<file path="config.mk">
export PLATFORM = sky130hd
export DESIGN_NAME = ppdec_top
export DESIGN_NICKNAME = d
export VERILOG_FILES = /design/src/include/ppdec_pkg.sv /design/src/verilog/ppdec_opdec.sv /design/src/verilog/ppdec_top.sv
export SDC_FILE = /design/constraint.sdc
export NUM_CORES = 1
export LEC_CHECK = 0
export BUFFER_PORTS_ARGS = -buffer_cell sky130_fd_sc_hd__buf_2
export CAP_MARGIN = 30
export CORE_UTILIZATION = 47
export DETAILED_ROUTE_END_ITERATION = 6
export GPL_TIMING_DRIVEN = 0
export HOLD_SLACK_MARGIN = 0.03
export PLACE_DENSITY = 0.83
export SYNTH_ARGS = -nofsm -noshare
export SYNTH_HDL_FRONTEND = slang
export SYNTH_SLANG_ARGS = --single-unit
</file>
<file path="constraint.sdc">
create_clock -name core_clk -period 3.5 [get_ports core_clk]
set_input_delay 0.175 -clock core_clk [delete_from_list [all_inputs] [get_ports core_clk]]
set_output_delay 0.175 -clock core_clk [all_outputs]
set_load 0.005 [all_outputs]
</file>
<file path="src/include/ppdec_pkg.sv">
// Constants for the port input and power-off enable decode block
package ppdec_pkg;
  localparam int unsigned INSTR_W = 10;
  localparam int unsigned ACC_W = 4;
  localparam int unsigned PORT_W = 4;
  localparam int unsigned PORT_TWO_W = 2;

  localparam logic [INSTR_W-1:0] OPC_ARM_POWER_OFF = 10'h05B;
  localparam logic [INSTR_W-1:0] OPC_SINGLE_BIT = 10'h26F;
  localparam logic [INSTR_W-1:0] OPC_PORT_ZERO = 10'h260;
  localparam logic [INSTR_W-1:0] OPC_PORT_TWO = 10'h262;
  // Defaults for codes that are not fixed here; overridable at the top
  localparam logic [INSTR_W-1:0] OPC_PORT_ONE_DFLT = 10'h261;
  localparam logic [INSTR_W-1:0] OPC_POWER_OFF_DFLT = 10'h3FE;

  // Positions in the one-hot decode vector
  localparam int unsigned OP_N = 6;
  localparam int unsigned OP_ARM = 0;
  localparam int unsigned OP_PWROFF = 1;
  localparam int unsigned OP_SBIT = 2;
  localparam int unsigned OP_P0 = 3;
  localparam int unsigned OP_P1 = 4;
  localparam int unsigned OP_P2 = 5;

  localparam logic [ACC_W-1:0] ACC_RST = 4'h0;
  localparam logic CARRY_RST = 1'b0;

  typedef enum logic [1:0] {
    PP_IDLE = 2'b01,
    PP_ARMED = 2'b10
  } ppdec_arm_e;
endpackage : ppdec_pkg

</file>
<file path="src/verilog/ppdec_opdec.sv">
// One-hot opcode decoder for the port input and power-off enable group
`timescale 1ns/1ps
`default_nettype none
module ppdec_opdec #(
  parameter logic [ppdec_pkg::INSTR_W-1:0] OPC_PORT_ONE = ppdec_pkg::OPC_PORT_ONE_DFLT,
  parameter logic [ppdec_pkg::INSTR_W-1:0] OPC_POWER_OFF = ppdec_pkg::OPC_POWER_OFF_DFLT
) (
  input wire logic [ppdec_pkg::INSTR_W-1:0] instr_code,
  output logic [ppdec_pkg::OP_N-1:0] op_sel
);
  logic [ppdec_pkg::INSTR_W-1:0] opc_tab [ppdec_pkg::OP_N];

  assign opc_tab[ppdec_pkg::OP_ARM] = ppdec_pkg::OPC_ARM_POWER_OFF;
  assign opc_tab[ppdec_pkg::OP_PWROFF] = OPC_POWER_OFF;
  assign opc_tab[ppdec_pkg::OP_SBIT] = ppdec_pkg::OPC_SINGLE_BIT;
  assign opc_tab[ppdec_pkg::OP_P0] = ppdec_pkg::OPC_PORT_ZERO;
  assign opc_tab[ppdec_pkg::OP_P1] = OPC_PORT_ONE;
  assign opc_tab[ppdec_pkg::OP_P2] = ppdec_pkg::OPC_PORT_TWO;

  // Full 10-bit compare; no don't-care bits in this group
  for (genvar i = 0; i < ppdec_pkg::OP_N; i++) begin : g_cmp
    assign op_sel[i] = (instr_code == opc_tab[i]);
  end
endmodule : ppdec_opdec
`default_nettype wire

</file>
<file path="src/verilog/ppdec_top.sv">
// Execute stage for the port input and power-off enable instruction group
//
// Function
// - The arming opcode makes a power-off instruction that comes right after it take effect.
// - The single-bit port opcode copies the one-bit port level into accumulator bit 0.
// - The single-bit port opcode clears accumulator bits 3 to 1.
// - The port zero opcode loads all four accumulator bits from port zero.
// - The port one opcode loads all four accumulator bits from port one.
// - The port two opcode copies port two pins 1 and 0 into accumulator bits 1 and 0.
// - The port two opcode forces accumulator bits 3 and 2 to zero.
`timescale 1ns/1ps
`default_nettype none
module ppdec_top #(
  parameter logic [ppdec_pkg::INSTR_W-1:0] OPC_PORT_ONE = ppdec_pkg::OPC_PORT_ONE_DFLT,
  parameter logic [ppdec_pkg::INSTR_W-1:0] OPC_POWER_OFF = ppdec_pkg::OPC_POWER_OFF_DFLT
) (
  input wire logic core_clk,
  input wire logic rst,
  input wire logic instr_valid,
  input wire logic [ppdec_pkg::INSTR_W-1:0] instr_code,
  input wire logic load_acc_from_single_bit_port_in,
  input wire logic [ppdec_pkg::PORT_W-1:0] input_port_zero,
  input wire logic [ppdec_pkg::PORT_W-1:0] input_port_one,
  input wire logic [ppdec_pkg::PORT_TWO_W-1:0] input_port_two,
  input wire logic acc_wr_en,
  input wire logic [ppdec_pkg::ACC_W-1:0] acc_wr_data,
  input wire logic carry_wr_en,
  input wire logic carry_wr_data,
  output logic [ppdec_pkg::ACC_W-1:0] acc_q,
  output logic carry_flag_q,
  output logic group_hit_q,
  output logic power_off_go_q,
  output logic power_off_ignored_q,
  output logic power_off_armed_q,
  output logic skip_next_q
);
  logic [ppdec_pkg::OP_N-1:0] op_sel;
  logic [ppdec_pkg::OP_N-1:0] op_exec;
  logic group_op;
  logic [ppdec_pkg::ACC_W-1:0] acc_d;
  ppdec_pkg::ppdec_arm_e arm_q;
  ppdec_pkg::ppdec_arm_e arm_d;

  ppdec_opdec #(
    .OPC_PORT_ONE(OPC_PORT_ONE),
    .OPC_POWER_OFF(OPC_POWER_OFF)
  ) u_opdec (
    .instr_code(instr_code),
    .op_sel(op_sel)
  );

  assign op_exec = instr_valid ? op_sel : '0;
  // Arm and power-off count as group members so the core sees them as handled
  assign group_op = |op_exec;

  // Accumulator next value; group loads win over the rest of the core
  always_comb begin
    acc_d = acc_q;
    if (op_exec[ppdec_pkg::OP_SBIT]) begin
      acc_d = {3'h0, load_acc_from_single_bit_port_in};
    end else if (op_exec[ppdec_pkg::OP_P0]) begin
      acc_d = input_port_zero;
    end else if (op_exec[ppdec_pkg::OP_P1]) begin
      acc_d = input_port_one;
    end else if (op_exec[ppdec_pkg::OP_P2]) begin
      acc_d = {2'h0, input_port_two};
    end else if (acc_wr_en && !group_op) begin
      acc_d = acc_wr_data;
    end
  end

  always_ff @(posedge core_clk) begin
    if (rst) begin
      acc_q <= ppdec_pkg::ACC_RST;
    end else begin
      acc_q <= acc_d;
    end
  end

  // Carry is never written by this group; an external write in the same cycle is ignored
  always_ff @(posedge core_clk) begin
    if (rst) begin
      carry_flag_q <= ppdec_pkg::CARRY_RST;
    end else if (carry_wr_en && !group_op) begin
      carry_flag_q <= carry_wr_data;
    end
  end

  // Arming only reaches the very next executed instruction; another arm opcode there keeps it armed
  always_comb begin
    arm_d = arm_q;
    case (arm_q)
      ppdec_pkg::PP_IDLE: begin
        if (op_exec[ppdec_pkg::OP_ARM]) begin
          arm_d = ppdec_pkg::PP_ARMED;
        end
      end
      ppdec_pkg::PP_ARMED: begin
        if (instr_valid && !op_exec[ppdec_pkg::OP_ARM]) begin
          arm_d = ppdec_pkg::PP_IDLE;
        end
      end
      default: begin
        arm_d = ppdec_pkg::PP_IDLE;
      end
    endcase
  end

  always_ff @(posedge core_clk) begin
    if (rst) begin
      arm_q <= ppdec_pkg::PP_IDLE;
    end else begin
      arm_q <= arm_d;
    end
  end

  always_ff @(posedge core_clk) begin
    if (rst) begin
      power_off_armed_q <= 1'b0;
    end else begin
      power_off_armed_q <= (arm_d == ppdec_pkg::PP_ARMED);
    end
  end

  // Unarmed power-off is flagged, not executed, so a stray code cannot halt the part
  always_ff @(posedge core_clk) begin
    if (rst) begin
      power_off_go_q <= 1'b0;
      power_off_ignored_q <= 1'b0;
    end else begin
      power_off_go_q <= op_exec[ppdec_pkg::OP_PWROFF] && (arm_q == ppdec_pkg::PP_ARMED);
      power_off_ignored_q <= op_exec[ppdec_pkg::OP_PWROFF] && (arm_q != ppdec_pkg::PP_ARMED);
    end
  end

  always_ff @(posedge core_clk) begin
    if (rst) begin
      group_hit_q <= 1'b0;
    end else begin
      group_hit_q <= group_op;
    end
  end

  // Kept as a flop so the skip path timing matches other groups
  always_ff @(posedge core_clk) begin
    if (rst) begin
      skip_next_q <= 1'b0;
    end else begin
      skip_next_q <= 1'b0;
    end
  end
endmodule : ppdec_top
`default_nettype wire
</file>
# ---- Word-level counts from Yosys, hierarchy flattened
# Cells that the tools add are included.
dict set report classes {
  reduce_logical 11
  mux 9
  n_eq_ne 10
}
# operator count
set ops {}
lappend ops {{10-bit == test, second input constant} 5}
lappend ops {{4-bit 2-to-1 mux} 4}
lappend ops {{10-bit by 7-bit == test with 1-bit output, second input constant} 1}
lappend ops {{6-bit 2-to-1 mux} 1}
lappend ops {{6-bit OR reduction} 1}
lappend ops {{1-bit logical AND} 5}
lappend ops {{5-bit nonzero test} 1}
lappend ops {{2-bit == test, second input constant} 2}
lappend ops {{2-bit 2-to-1 mux} 2}
lappend ops {{2-bit case mux with 2 select lines} 1}
lappend ops {{4-bit nonzero test} 1}
lappend ops {{2-bit by 1-bit == test with 1-bit output, second input constant} 1}
lappend ops {{1-bit zero test} 2}
lappend ops {{2-bit != test, second input constant} 1}
lappend ops {{2-bit OR reduction} 1}
lappend ops {{1-bit 2-to-1 mux} 1}
dict set report totals {
  word_cells 38
  inputBits 31
  ff_bits 11
}

# ---- Depth between registers and ports, before layout
# Gate-level depths: netlist of run 1.
dict set report depth {
  depth_word 10
  depth_mapped 6
  depth_no_buf 6
}

# ---- Modules after synthesis
# Synthesis of run 1 repeated with hierarchy kept, for this count alone.
dict set report hier_totals {
  cells_unflattened 89
  hier_area_um2 760.7
}
# mod area_per_inst_um2 cells_each n_inst
set by_module_without_submodules {}
lappend by_module_without_submodules {ppdec_top 648.1 74 1}
lappend by_module_without_submodules {ppdec_opdec 112.6 15 1}

# ---- Worst setup path before layout of run 1
# Ideal clock, no wire load.
dict set report synth_timing {
  path_kind {input-to-reg}
  start {input port instr_code[1] (netlist bit)}
  end {register acc_q[0] (netlist bit)}
  cell_stages 6
  setup_slack_ps 2199
  t_arrival_ps 1172
  required_ps 3371
  cell_sequence {buf_2 > and3_1 > nand4_2 > a31o_4 > nor3_1 > a311oi_1}
}
dict set report synth_between {
  elab_chain_len 6
  word_cells_on_any_way 15
  classes_between {eq/ne: 6; mux: 5; reduce/logical: 4}
}
# element line_no
set synth_lines {}
lappend synth_lines {{start, declared} ppdec_top.sv:20} ;# input wire logic [ppdec_pkg::INSTR_W-1:0] instr_code,
lappend synth_lines {{10-bit by 7-bit == test with 1-bit output or 10-bit == test (tied branches)} ppdec_opdec.sv:22} ;# assign op_sel[i] = (instr_code == opc_tab[i]);
lappend synth_lines {{6-bit 2-to-1 mux (*)} ppdec_top.sv:52} ;# assign op_exec = instr_valid ? op_sel : '0;
lappend synth_lines {{6-bit OR reduction or 4-bit 2-to-1 mux (tied branches)} {ppdec_top.sv:54, ppdec_top.sv:65}}
lappend synth_lines {{1-bit zero test or 4-bit 2-to-1 mux (tied branches)} {ppdec_top.sv:67, ppdec_top.sv:63}}
lappend synth_lines {{1-bit logical AND or 4-bit 2-to-1 mux (tied branches)} {ppdec_top.sv:67, ppdec_top.sv:61}}
lappend synth_lines {{5-bit nonzero test (no source line) or 1-bit 2-to-1 mux (tied branches)} n/a}
lappend synth_lines {{end signal, assigned} ppdec_top.sv:74} ;# acc_q <= ppdec_pkg::ACC_RST;
lappend synth_lines {{end, declared} ppdec_top.sv:29} ;# output logic [ppdec_pkg::ACC_W-1:0] acc_q,
# Every way passes the cells marked *; elsewhere a longest branch is shown, timed or not.
# A chain may end at the register's enable or synchronous reset.

# ---- Final worst setup path of run 1
dict set report layout_timing {
  start {input port instr_code[2] (netlist bit)}
  end {register acc_q[0] (netlist bit)}
}
# The elaborated chain is that of the path after synthesis.

==> results of run 1 <==
[Yosys cell counts]
| library cell | count | area share (%) |
|---|---|---|
| o21ai_0 | 5 | 3.2 |
| and3_4 | 1 | 1.4 |
| nor3_1 | 4 | 2.6 |
| o211ai_2 | 1 | 1.6 |
| a211oi_1 | 2 | 1.9 |
| nor4b_4 | 1 | 3.0 |
| dfxtp_1 | 11 | 28 |
| nor2_1 | 9 | 4.3 |
| o31ai_1 | 1 | 0.96 |
| mux2i_1 | 2 | 2.6 |
| a32oi_1 | 1 | 1.1 |
| a22oi_1 | 2 | 1.9 |
| or2_2 | 2 | 1.6 |
| a31oi_1 | 2 | 1.6 |
| nand2_2 | 1 | 0.80 |
| nand3_1 | 3 | 1.9 |
| inv_1 | 4 | 1.9 |
| xnor2_1 | 1 | 1.1 |
| a31o_4 | 1 | 2.2 |
| mux2_2 | 2 | 2.9 |
| buf_4 | 2 | 1.9 |
| nor3_2 | 3 | 3.8 |
| and4b_1 | 1 | 1.3 |
| nand2_1 | 4 | 1.9 |
| nand3b_1 | 1 | 0.96 |
| a311oi_1 | 2 | 2.2 |
| a21oi_1 | 2 | 1.3 |
| o22ai_1 | 1 | 0.80 |
| conb_1 | 1 | 0.48 |
| nor3b_1 | 2 | 1.9 |
| nand4_2 | 1 | 1.6 |
| buf_2 | 2 | 1.3 |
| nand4_1 | 4 | 3.2 |
| and3_1 | 2 | 1.6 |
| and4_1 | 2 | 2.2 |
| buf_1 | 1 | 0.48 |
| nor4b_1 | 1 | 1.1 |
| a21boi_0 | 2 | 1.9 |
| ha_1 | 2 | 3.2 |
[cell families after synthesis]
group | after synthesis | share of synthesized area, %
and+or+nand+nor | 42 | 35.3
DFF | 11 | 28.1
adders and majority gates | 2 | 3.19
other | 1 | 0.479
xor gates and xnor gates | 1 | 1.12
muxes | 4 | 5.43
buffers and inverters | 9 | 5.59
AOI/OAI and AO/OA | 22 | 20.8
[per-layer routing]
layer | wire, microns | global-route usage, %
met4 | 23 | 7.50
met3 | 82 | 5.11
met2 | 863 | 36.1
met5 | 0 | 0
met1 | 771 | 24.5
[flip-flops by register name (all words and copies together), names as in the netlist]
register / count
acc_q: 4
arm_q: 2
carry_flag_q: 1
group_hit_q: 1
power_off_armed_q: 1
power_off_go_q: 1
power_off_ignored_q: 1
[stage by stage]
stage / power, mW / instances / instance area, sq um / setup slack [ps] / utilization, %
after floorplan: 0.171 / 92 / 783 / 2200 / -
after global placement: 0.198 / 145 / 988 / 2040 / 64.9
after detailed placement: 0.200 / 145 / 988 / 1960 / 64.9
after CTS: 0.286 / 149 / 1010 / 2260 / 66.6
after global routing: 0.303 / 149 / 1010 / 2150 / 66.6
final: 0.283 / 149 / 1010 / 2280 / 66.6
[worst min path at each step]
stage                       start                   endpoint
CTS                 carry_wr_data  carry_flag_q$_SDFFE_PP0P_
finish              carry_wr_data  carry_flag_q$_SDFFE_PP0P_
detailed placement  carry_wr_data  carry_flag_q$_SDFFE_PP0P_
global route        carry_wr_data  carry_flag_q$_SDFFE_PP0P_
floorplan           carry_wr_data  carry_flag_q$_SDFFE_PP0P_
global placement    carry_wr_data  carry_flag_q$_SDFFE_PP0P_
[final cells by class]
type / instances / area (sq um)
Multi-Input combinational cell: 72 / 519
Sequential cell: 11 / 220
Timing Repair Buffer: 37 / 185
Tap cell: 16 / 20.0
Buffer: 5 / 28.8
Inverter: 4 / 15.0
Fill cell: 133 / 509
Clock buffer: 4 / 26.3
[power groups by stage]
stage	Clock, mW	Combinational [mW]	Sequential (mW)
detailed placement	0	0.0644	0.136
finish	0.0856	0.0642	0.133
CTS	0.0886	0.0646	0.133
floorplan	0	0.0347	0.136
global route	0.0965	0.0726	0.133
global placement	0	0.0620	0.136
[critical path, stage by stage]
cell      delay, ps
buf_2           120
nor3b_1         290
nand4_2         240
a31o_4          330
nor3_1          140
a311oi_1         70
==> results_dict.tcl, run 1 <==
set metrics [dict create \
    outcome "finished, final reports clean" \
    drtPass1Iterations 2 \
    final_cell_mix "39 x buf_2, 11 x dfxtp_1, 9 x nor2_1" \
    routedWlPerCell_microns 11.7 \
    post_cts_buffers 0 \
    worst_hold_path.num_cells 3 \
    cellLeakagePower_nw 0.487 \
    gp_congestion 0.818 \
    htreeDepth 1 \
    rsz0062_at_grt "false" \
    ys_types 39 \
    syn_area_per_cell_sq_um 8.51 \
    fp.dieArea_sq_mm 0.00183 \
    rr_endpoint "power_off_armed_q$_SDFF_PP0_" \
    fp.coreArea_sq_mm 0.00152 \
    syn_to_final_growth_pct 29.6 \
    fmax_mhz 819 \
    cts_inserted_buffers 3 \
    clock_skew_ps 5.30 \
    worst_ir_drop_vdd_mv 0.171 \
    period_minus_slack_ps 1220 \
    drt_iter0_markers 3 \
    postRouteAntennaNets 0 \
    mostFrequentLayoutCell "buf_2" \
    switching_share_pct 26.7 \
    die_h_microns 42.8 \
    cp-end-kind "register" \
    grt_max_degree 11 \
    grtUsageTotal_pct 20.8 \
    slew_violations 0 \
    final.period_utilization_pct 34.9 \
    fin_setup_tns_ps 0 \
    n_antenna_cell 0 \
    clock-root-buffer "clkbuf_4" \
    netlist_area_sq_um 783 \
    worstSetupPathType "in2reg" \
    cts_sinks 11 \
    p_per_area_mw_per_mm2 279 \
    finalHoldViolations 0 \
    ios 41 \
    setup_viol 0 \
    ctsHoldBuffers 0 \
    layout-drive-gt1-share_pct 42.9 \
    seq_power_share_pct 47.0 \
    wl_microns 1740 \
    clk_pin_slew_worst_paths_ps 70 \
    cp_max_fo 7 \
    grt-ovfl-total 0 \
    combPwrFrac_pct 22.7 \
    syn_inst 92 \
    required_ps 3650 \
    yosysSeqAreaShare_pct 28.1 \
    fin_hold_ws_ps 151 \
    ys_ff_latch 11 \
    start_kind "input port" \
    grt_pass1_wl_microns 2960 \
    grt_antenna_before_repair 0 \
    start_util_pct 51.4 \
    max-cap-violations 0 \
    rows 14 \
    cts_tree "built" \
    die_w_microns 42.8 \
    num_vias 819 \
    hold_path.class "in2reg" \
    finalNetCount 167 \
    worstRegToRegCells 5 \
    syn_nets 125 \
    crit_path_start "instr_code[2]" \
    grt_pass1_vias 759 \
    ctsLongestPathBuffers 2 \
    power.internal_uw 207 \
    r2r_slack_ps 2280 \
    yosys_warnings 0 \
    p_clk_share_pct 30.3 \
    drt-vias-per-instance 5.50 \
    drc_errors 0 \
    critPathCapture "acc_q[0]$_SDFFE_PP0P_" \
    switchingPower_uw 75.5 \
    cts-resized-gates 0 \
    worst_ep_arrival_time_ps 1370 \
    clock_latency_ps 270 \
    r2r-start "arm_q[0]$_SDFF_PP1_" \
    hpwl_microns 1460 \
    io_buffers 37 \
]
(Power assumes the default switching activity.)
==> run 2: changes to the inputs <==
CORE_UTILIZATION = 39   (was 47)
PLACE_DENSITY = 0.73   (was 0.83)
clock period = 1.1 ns   (was 3.5 ns; I/O delays follow)
==> results_dict.tcl, run 2 (synthesized netlist as in run 1, its figures left out) <==
set metrics [dict create \
    outcome "finished, final reports clean" \
    crit_path_start "arm_q[1]$_SDFF_PP0_" \
    p_total_uw 934 \
    grt_pass1_wl_microns 3200 \
    worst_ir_drop_vdd_mv 0.411 \
    slowest_stage "dfxtp_4" \
    n_antenna_cell 0 \
    syn_to_final_growth_pct 46.6 \
    postRouteAntennaNets 0 \
    ios 41 \
    fmax_mhz 910 \
    fp.coreArea_sq_mm 0.00180 \
    drt_iter0_markers 6 \
    grt_max_degree 11 \
    dpl_cell_area_sq_mm 0.00102 \
    grtUsageTotal_pct 20.4 \
    ctsLongestPathBuffers 2 \
    final.period_utilization_pct 99.9 \
    cellLeakagePower_nw 0.513 \
    wl_microns 1920 \
    die_h_microns 46.8 \
    cts_sinks 11 \
    cts_inserted_buffers 3 \
    cts_tree "built" \
    final_cell_mix "36 x buf_2, 9 x dfxtp_1, 8 x nor2_1" \
    cp_max_fo 3 \
    stdcell_area_sq_mm 0.00115 \
    clock_latency_ps 260 \
    htreeDepth 1 \
    slowest_delay_ps 360 \
    rsz0062_at_grt "true" \
    slew_violations 0 \
    drc_errors 0 \
    setup_viol 0 \
    hpwl_microns 1510 \
    rows 15 \
    start_kind "register" \
    path_cells "ha_4 > a311oi_2 > nand2_1 > nor2_1" \
    nFillCells 171 \
    reg.largest.list "acc_q (4), arm_q (2)" \
    drt-vias-per-instance 5.25 \
    clk_pin_slew_worst_paths_ps 70 \
    gp_congestion 0.734 \
    crit_family "flip-flops" \
    worstSetupPathType "reg2reg" \
    num_vias 850 \
    largest_register_ffs 4 \
    finalNetCount 171 \
    finalHoldViolations 0 \
    seq_area_sq_um 225 \
    min-delay-start "rst" \
    grt_pass1_vias 765 \
    max-cap-violations 0 \
    layout-drive-gt1-share_pct 51.8 \
    start_util_pct 43.5 \
    mostFrequentLayoutCell "buf_2" \
    stdcell_count 162 \
    clock-root-buffer "clkbuf_4" \
    worst_ep_arrival_time_ps 1300 \
    top_register "acc_q" \
    die_w_microns 46.8 \
    period_minus_slack_ps 1100 \
    grt-ovfl-total 0 \
    fin_setup_tns_ps 0 \
    cp_num_buf_inv 0 \
    drtPass1Iterations 4 \
    cp-end-kind "register" \
    routedWlPerCell_microns 11.8 \
    grt_antenna_before_repair 0 \
    fp.dieArea_sq_mm 0.00219 \
    place_inst 154 \
    required_ps 1300 \
    hold_path.class "in2reg" \
    p_per_area_mw_per_mm2 813 \
    r2r-start "arm_q[1]$_SDFF_PP0_" \
    io_buffers 37 \
    multi_input_area_sq_um 589 \
    clock_skew_ps 0.0707 \
]
[run 2: cell types whose count changed in the layout (fill, tap and decap cells not counted), moves of 2 or more]
cell     before  now
ha_4          0    2
dfxtp_1      11    9
ha_1          2    0
buf_4         2    7
buf_2        39   36
[run 2: report_power, final]
| group | internal, mW | leakage, nW | switching [mW] |
|---|---|---|---|
| Clock | 0.140 | 0.0150 | 0.127 |
| Sequential | 0.413 | 0.0904 | 0.00825 |
| Combinational | 0.129 | 0.408 | 0.116 |
[run 2: timing repair]
item,4_1_cts,5_1_grt
hold buffers,1,0
endpoints found under the setup margin,3,6
pin swaps,4,8
resized for setup,7,11
cloned,0,0
endpoints found under the hold margin,1,0
buffers inserted,1,2
[run 2: per-layer routing]
layer | vias up | track usage, % | share of wire, %
met4 | 0 | 10.3 | 2.5
met5 | - | 0 | 0
met2 | 29 | 33.9 | 48
li1 | 436 | - | -
met3 | 5 | 1.15 | 3.4
met1 | 380 | 26.7 | 46
[run 2: through the flow]
step | setup slack, ps | hold WS, ps | utilization, %
global route | -56.4 | 183 | 63.7
detailed placement | -253 | 304 | 56.7
CTS | 15.3 | 129 | 61.1
floorplan | 2.69 | 199 | -
finish | 0.593 | 129 | 63.7
global placement | -215 | 288 | 56.7
[run 2: final timing paths]
path	to	slack [ps]	cells after the start
max	power_off_armed_q$_SDFF_PP0_	0.6	4
min	carry_flag_q$_SDFFE_PP0P_	130	2
max reg2reg	power_off_armed_q$_SDFF_PP0_	0.6	4
min reg2reg	acc_q[3]$_SDFFE_PP0P_	500	2
[run 2: cell type report]
type                       instances  area share (%)
buffer                             5            2.72
timing repair buffer              41            20.0
tap                               25            2.72
sequential                        11            19.6
multi-input combinational         72            51.3
inverter                           4            1.31
clock buffer                       4            2.29
==> run 3: changes to the inputs <==
CORE_UTILIZATION = 34   (was 39)
PLACE_DENSITY = 0.66   (was 0.73)
==> results_dict.tcl, run 3 (synthesized netlist as in run 1, its figures left out) <==
set metrics [dict create \
    die_h_microns 50.0 \
    drc_errors 0 \
    cellLeakagePower_nw 0.520 \
    outcome "finished, final reports clean" \
    crit_path_start "instr_code[7]" \
    final_cell_mix "38 x buf_2, 9 x dfxtp_1, 7 x nor2_1" \
    worst_ir_drop_vdd_mv 0.475 \
    fin_ws_ps 2.79 \
    mostFrequentLayoutCell "buf_2" \
    fin_setup_tns_ps 0 \
    largest_register_ffs 4 \
    grt_pass1_vias 743 \
    cts_tree "built" \
    reg.largest.list "acc_q (4), arm_q (2)" \
    post-place-ws_ps -253 \
    top_register "acc_q" \
    fin_hold_ws_ps 52.3 \
    rr_endpoint "power_off_armed_q$_SDFF_PP0_" \
    start_kind "input port" \
    fp.coreArea_sq_mm 0.00219 \
    postRouteAntennaNets 0 \
    wl_microns 1940 \
    cp_num_buf_inv 1 \
    crit_family "simple AND/OR/NAND/NOR gates" \
    slowest_delay_ps 330 \
    slowest_stage "nor4b_4" \
    ios 41 \
    worst-path-stages 6 \
    drtPass1Iterations 4 \
    worst_ep_arrival_time_ps 1250 \
    r2r_slack_ps 40 \
    required_ps 1250 \
    p_total_uw 931 \
    hpwl_microns 1600 \
    ctsLongestPathBuffers 2 \
    dpl_cell_area_sq_mm 0.00102 \
    cp-end-kind "register" \
    min-delay-start "carry_wr_data" \
    num_vias 833 \
    routedWlPerCell_microns 11.9 \
    rsz0062_at_grt "true" \
    grt-ovfl-total 0 \
    grt_pass1_wl_microns 3170 \
    slew_violations 0 \
    layout-drive-gt1-share_pct 51.9 \
    cts_inserted_buffers 3 \
    path_cells "buf_2 > nor4b_4 > nand4_4 > a31o_4 > nor2_1 > nor3_4" \
    drt-vias-per-instance 5.11 \
    clock-root-buffer "clkbuf_4" \
    hold_path.class "in2reg" \
    io_buffers 37 \
    r2r-start "arm_q[0]$_SDFF_PP1_" \
    n_antenna_cell 0 \
    period_minus_slack_ps 1100 \
    setup_viol 0 \
    clock_latency_ps 250 \
    gp_congestion 0.775 \
    clk_pin_slew_worst_paths_ps 60 \
    worstSetupPathType "in2reg" \
    rows 17 \
    htreeDepth 1 \
    cp_max_fo 7 \
    max-cap-violations 0 \
    fp.dieArea_sq_mm 0.00250 \
    grt_max_degree 11 \
    final.period_utilization_pct 99.7 \
    stdcell_area_sq_mm 0.00114 \
    p_per_area_mw_per_mm2 817 \
    critPathCapture "acc_q[1]$_SDFFE_PP0P_" \
    finalHoldViolations 0 \
    grt_antenna_before_repair 0 \
    die_w_microns 50.0 \
    finalNetCount 169 \
    cts_sinks 11 \
    syn_to_final_growth_pct 45.5 \
    drt_iter0_markers 5 \
    worst_hold_path.num_cells 3 \
    start_util_pct 35.8 \
    worstRegToRegCells 5 \
    grtUsageTotal_pct 16.3 \
    clock_skew_ps 0.470 \
    fmax_mhz 911 \
]
run 3: power by group:
group          internal [mW]  switching (mW)
Combinational          0.129           0.122
Sequential             0.413         0.00978
Clock                  0.140           0.118
run 3: final cells by class:
cell class                      count  area, sq um
Buffer                              5         31.3
Clock buffer                        4         26.3
Fill cell                         217         1050
Inverter                            4         15.0
Multi-Input combinational cell     72          603
Sequential cell                    11          225
Tap cell                           28         35.0
Timing Repair Buffer               39          204
run 3: how the worst min path moves through the flow:
stage	end
after floorplan	carry_flag_q$_SDFFE_PP0P_
after detailed placement	carry_flag_q$_SDFFE_PP0P_
after global placement	carry_flag_q$_SDFFE_PP0P_
after CTS	carry_flag_q$_SDFFE_PP0P_
after global routing	carry_flag_q$_SDFFE_PP0P_
final	carry_flag_q$_SDFFE_PP0P_
run 3: repair_timing:
action / in CTS / in global routing
endpoints found under the setup margin: 3 / 8
gates resized for setup: 6 / 10
hold buffers: 0 / 0
buffers inserted: 2 / 0
pin swaps: 4 / 3
run 3: per-layer routing:
metal  GRT usage, %  part of all wire (%)  vias up
met5              0                     0        -
met2           26.9                    49       25
met4           4.29                  0.72        0
li1               -                     -      437
met3           1.85                   4.1        2
met1           22.1                    46      369
run 3: stage by stage:
step,utilization (%),cells
2_1_floorplan,-,92
3_3_place_gp,46.8,157
3_5_place_dp,46.8,157
4_1_cts,50.2,163
5_1_grt,52.0,163
6_report,52.0,163
run 3: tightest hold or removal path: stages:
cell and delay, ps:
buf_2 80, mux2i_1 50, nor2_1 80
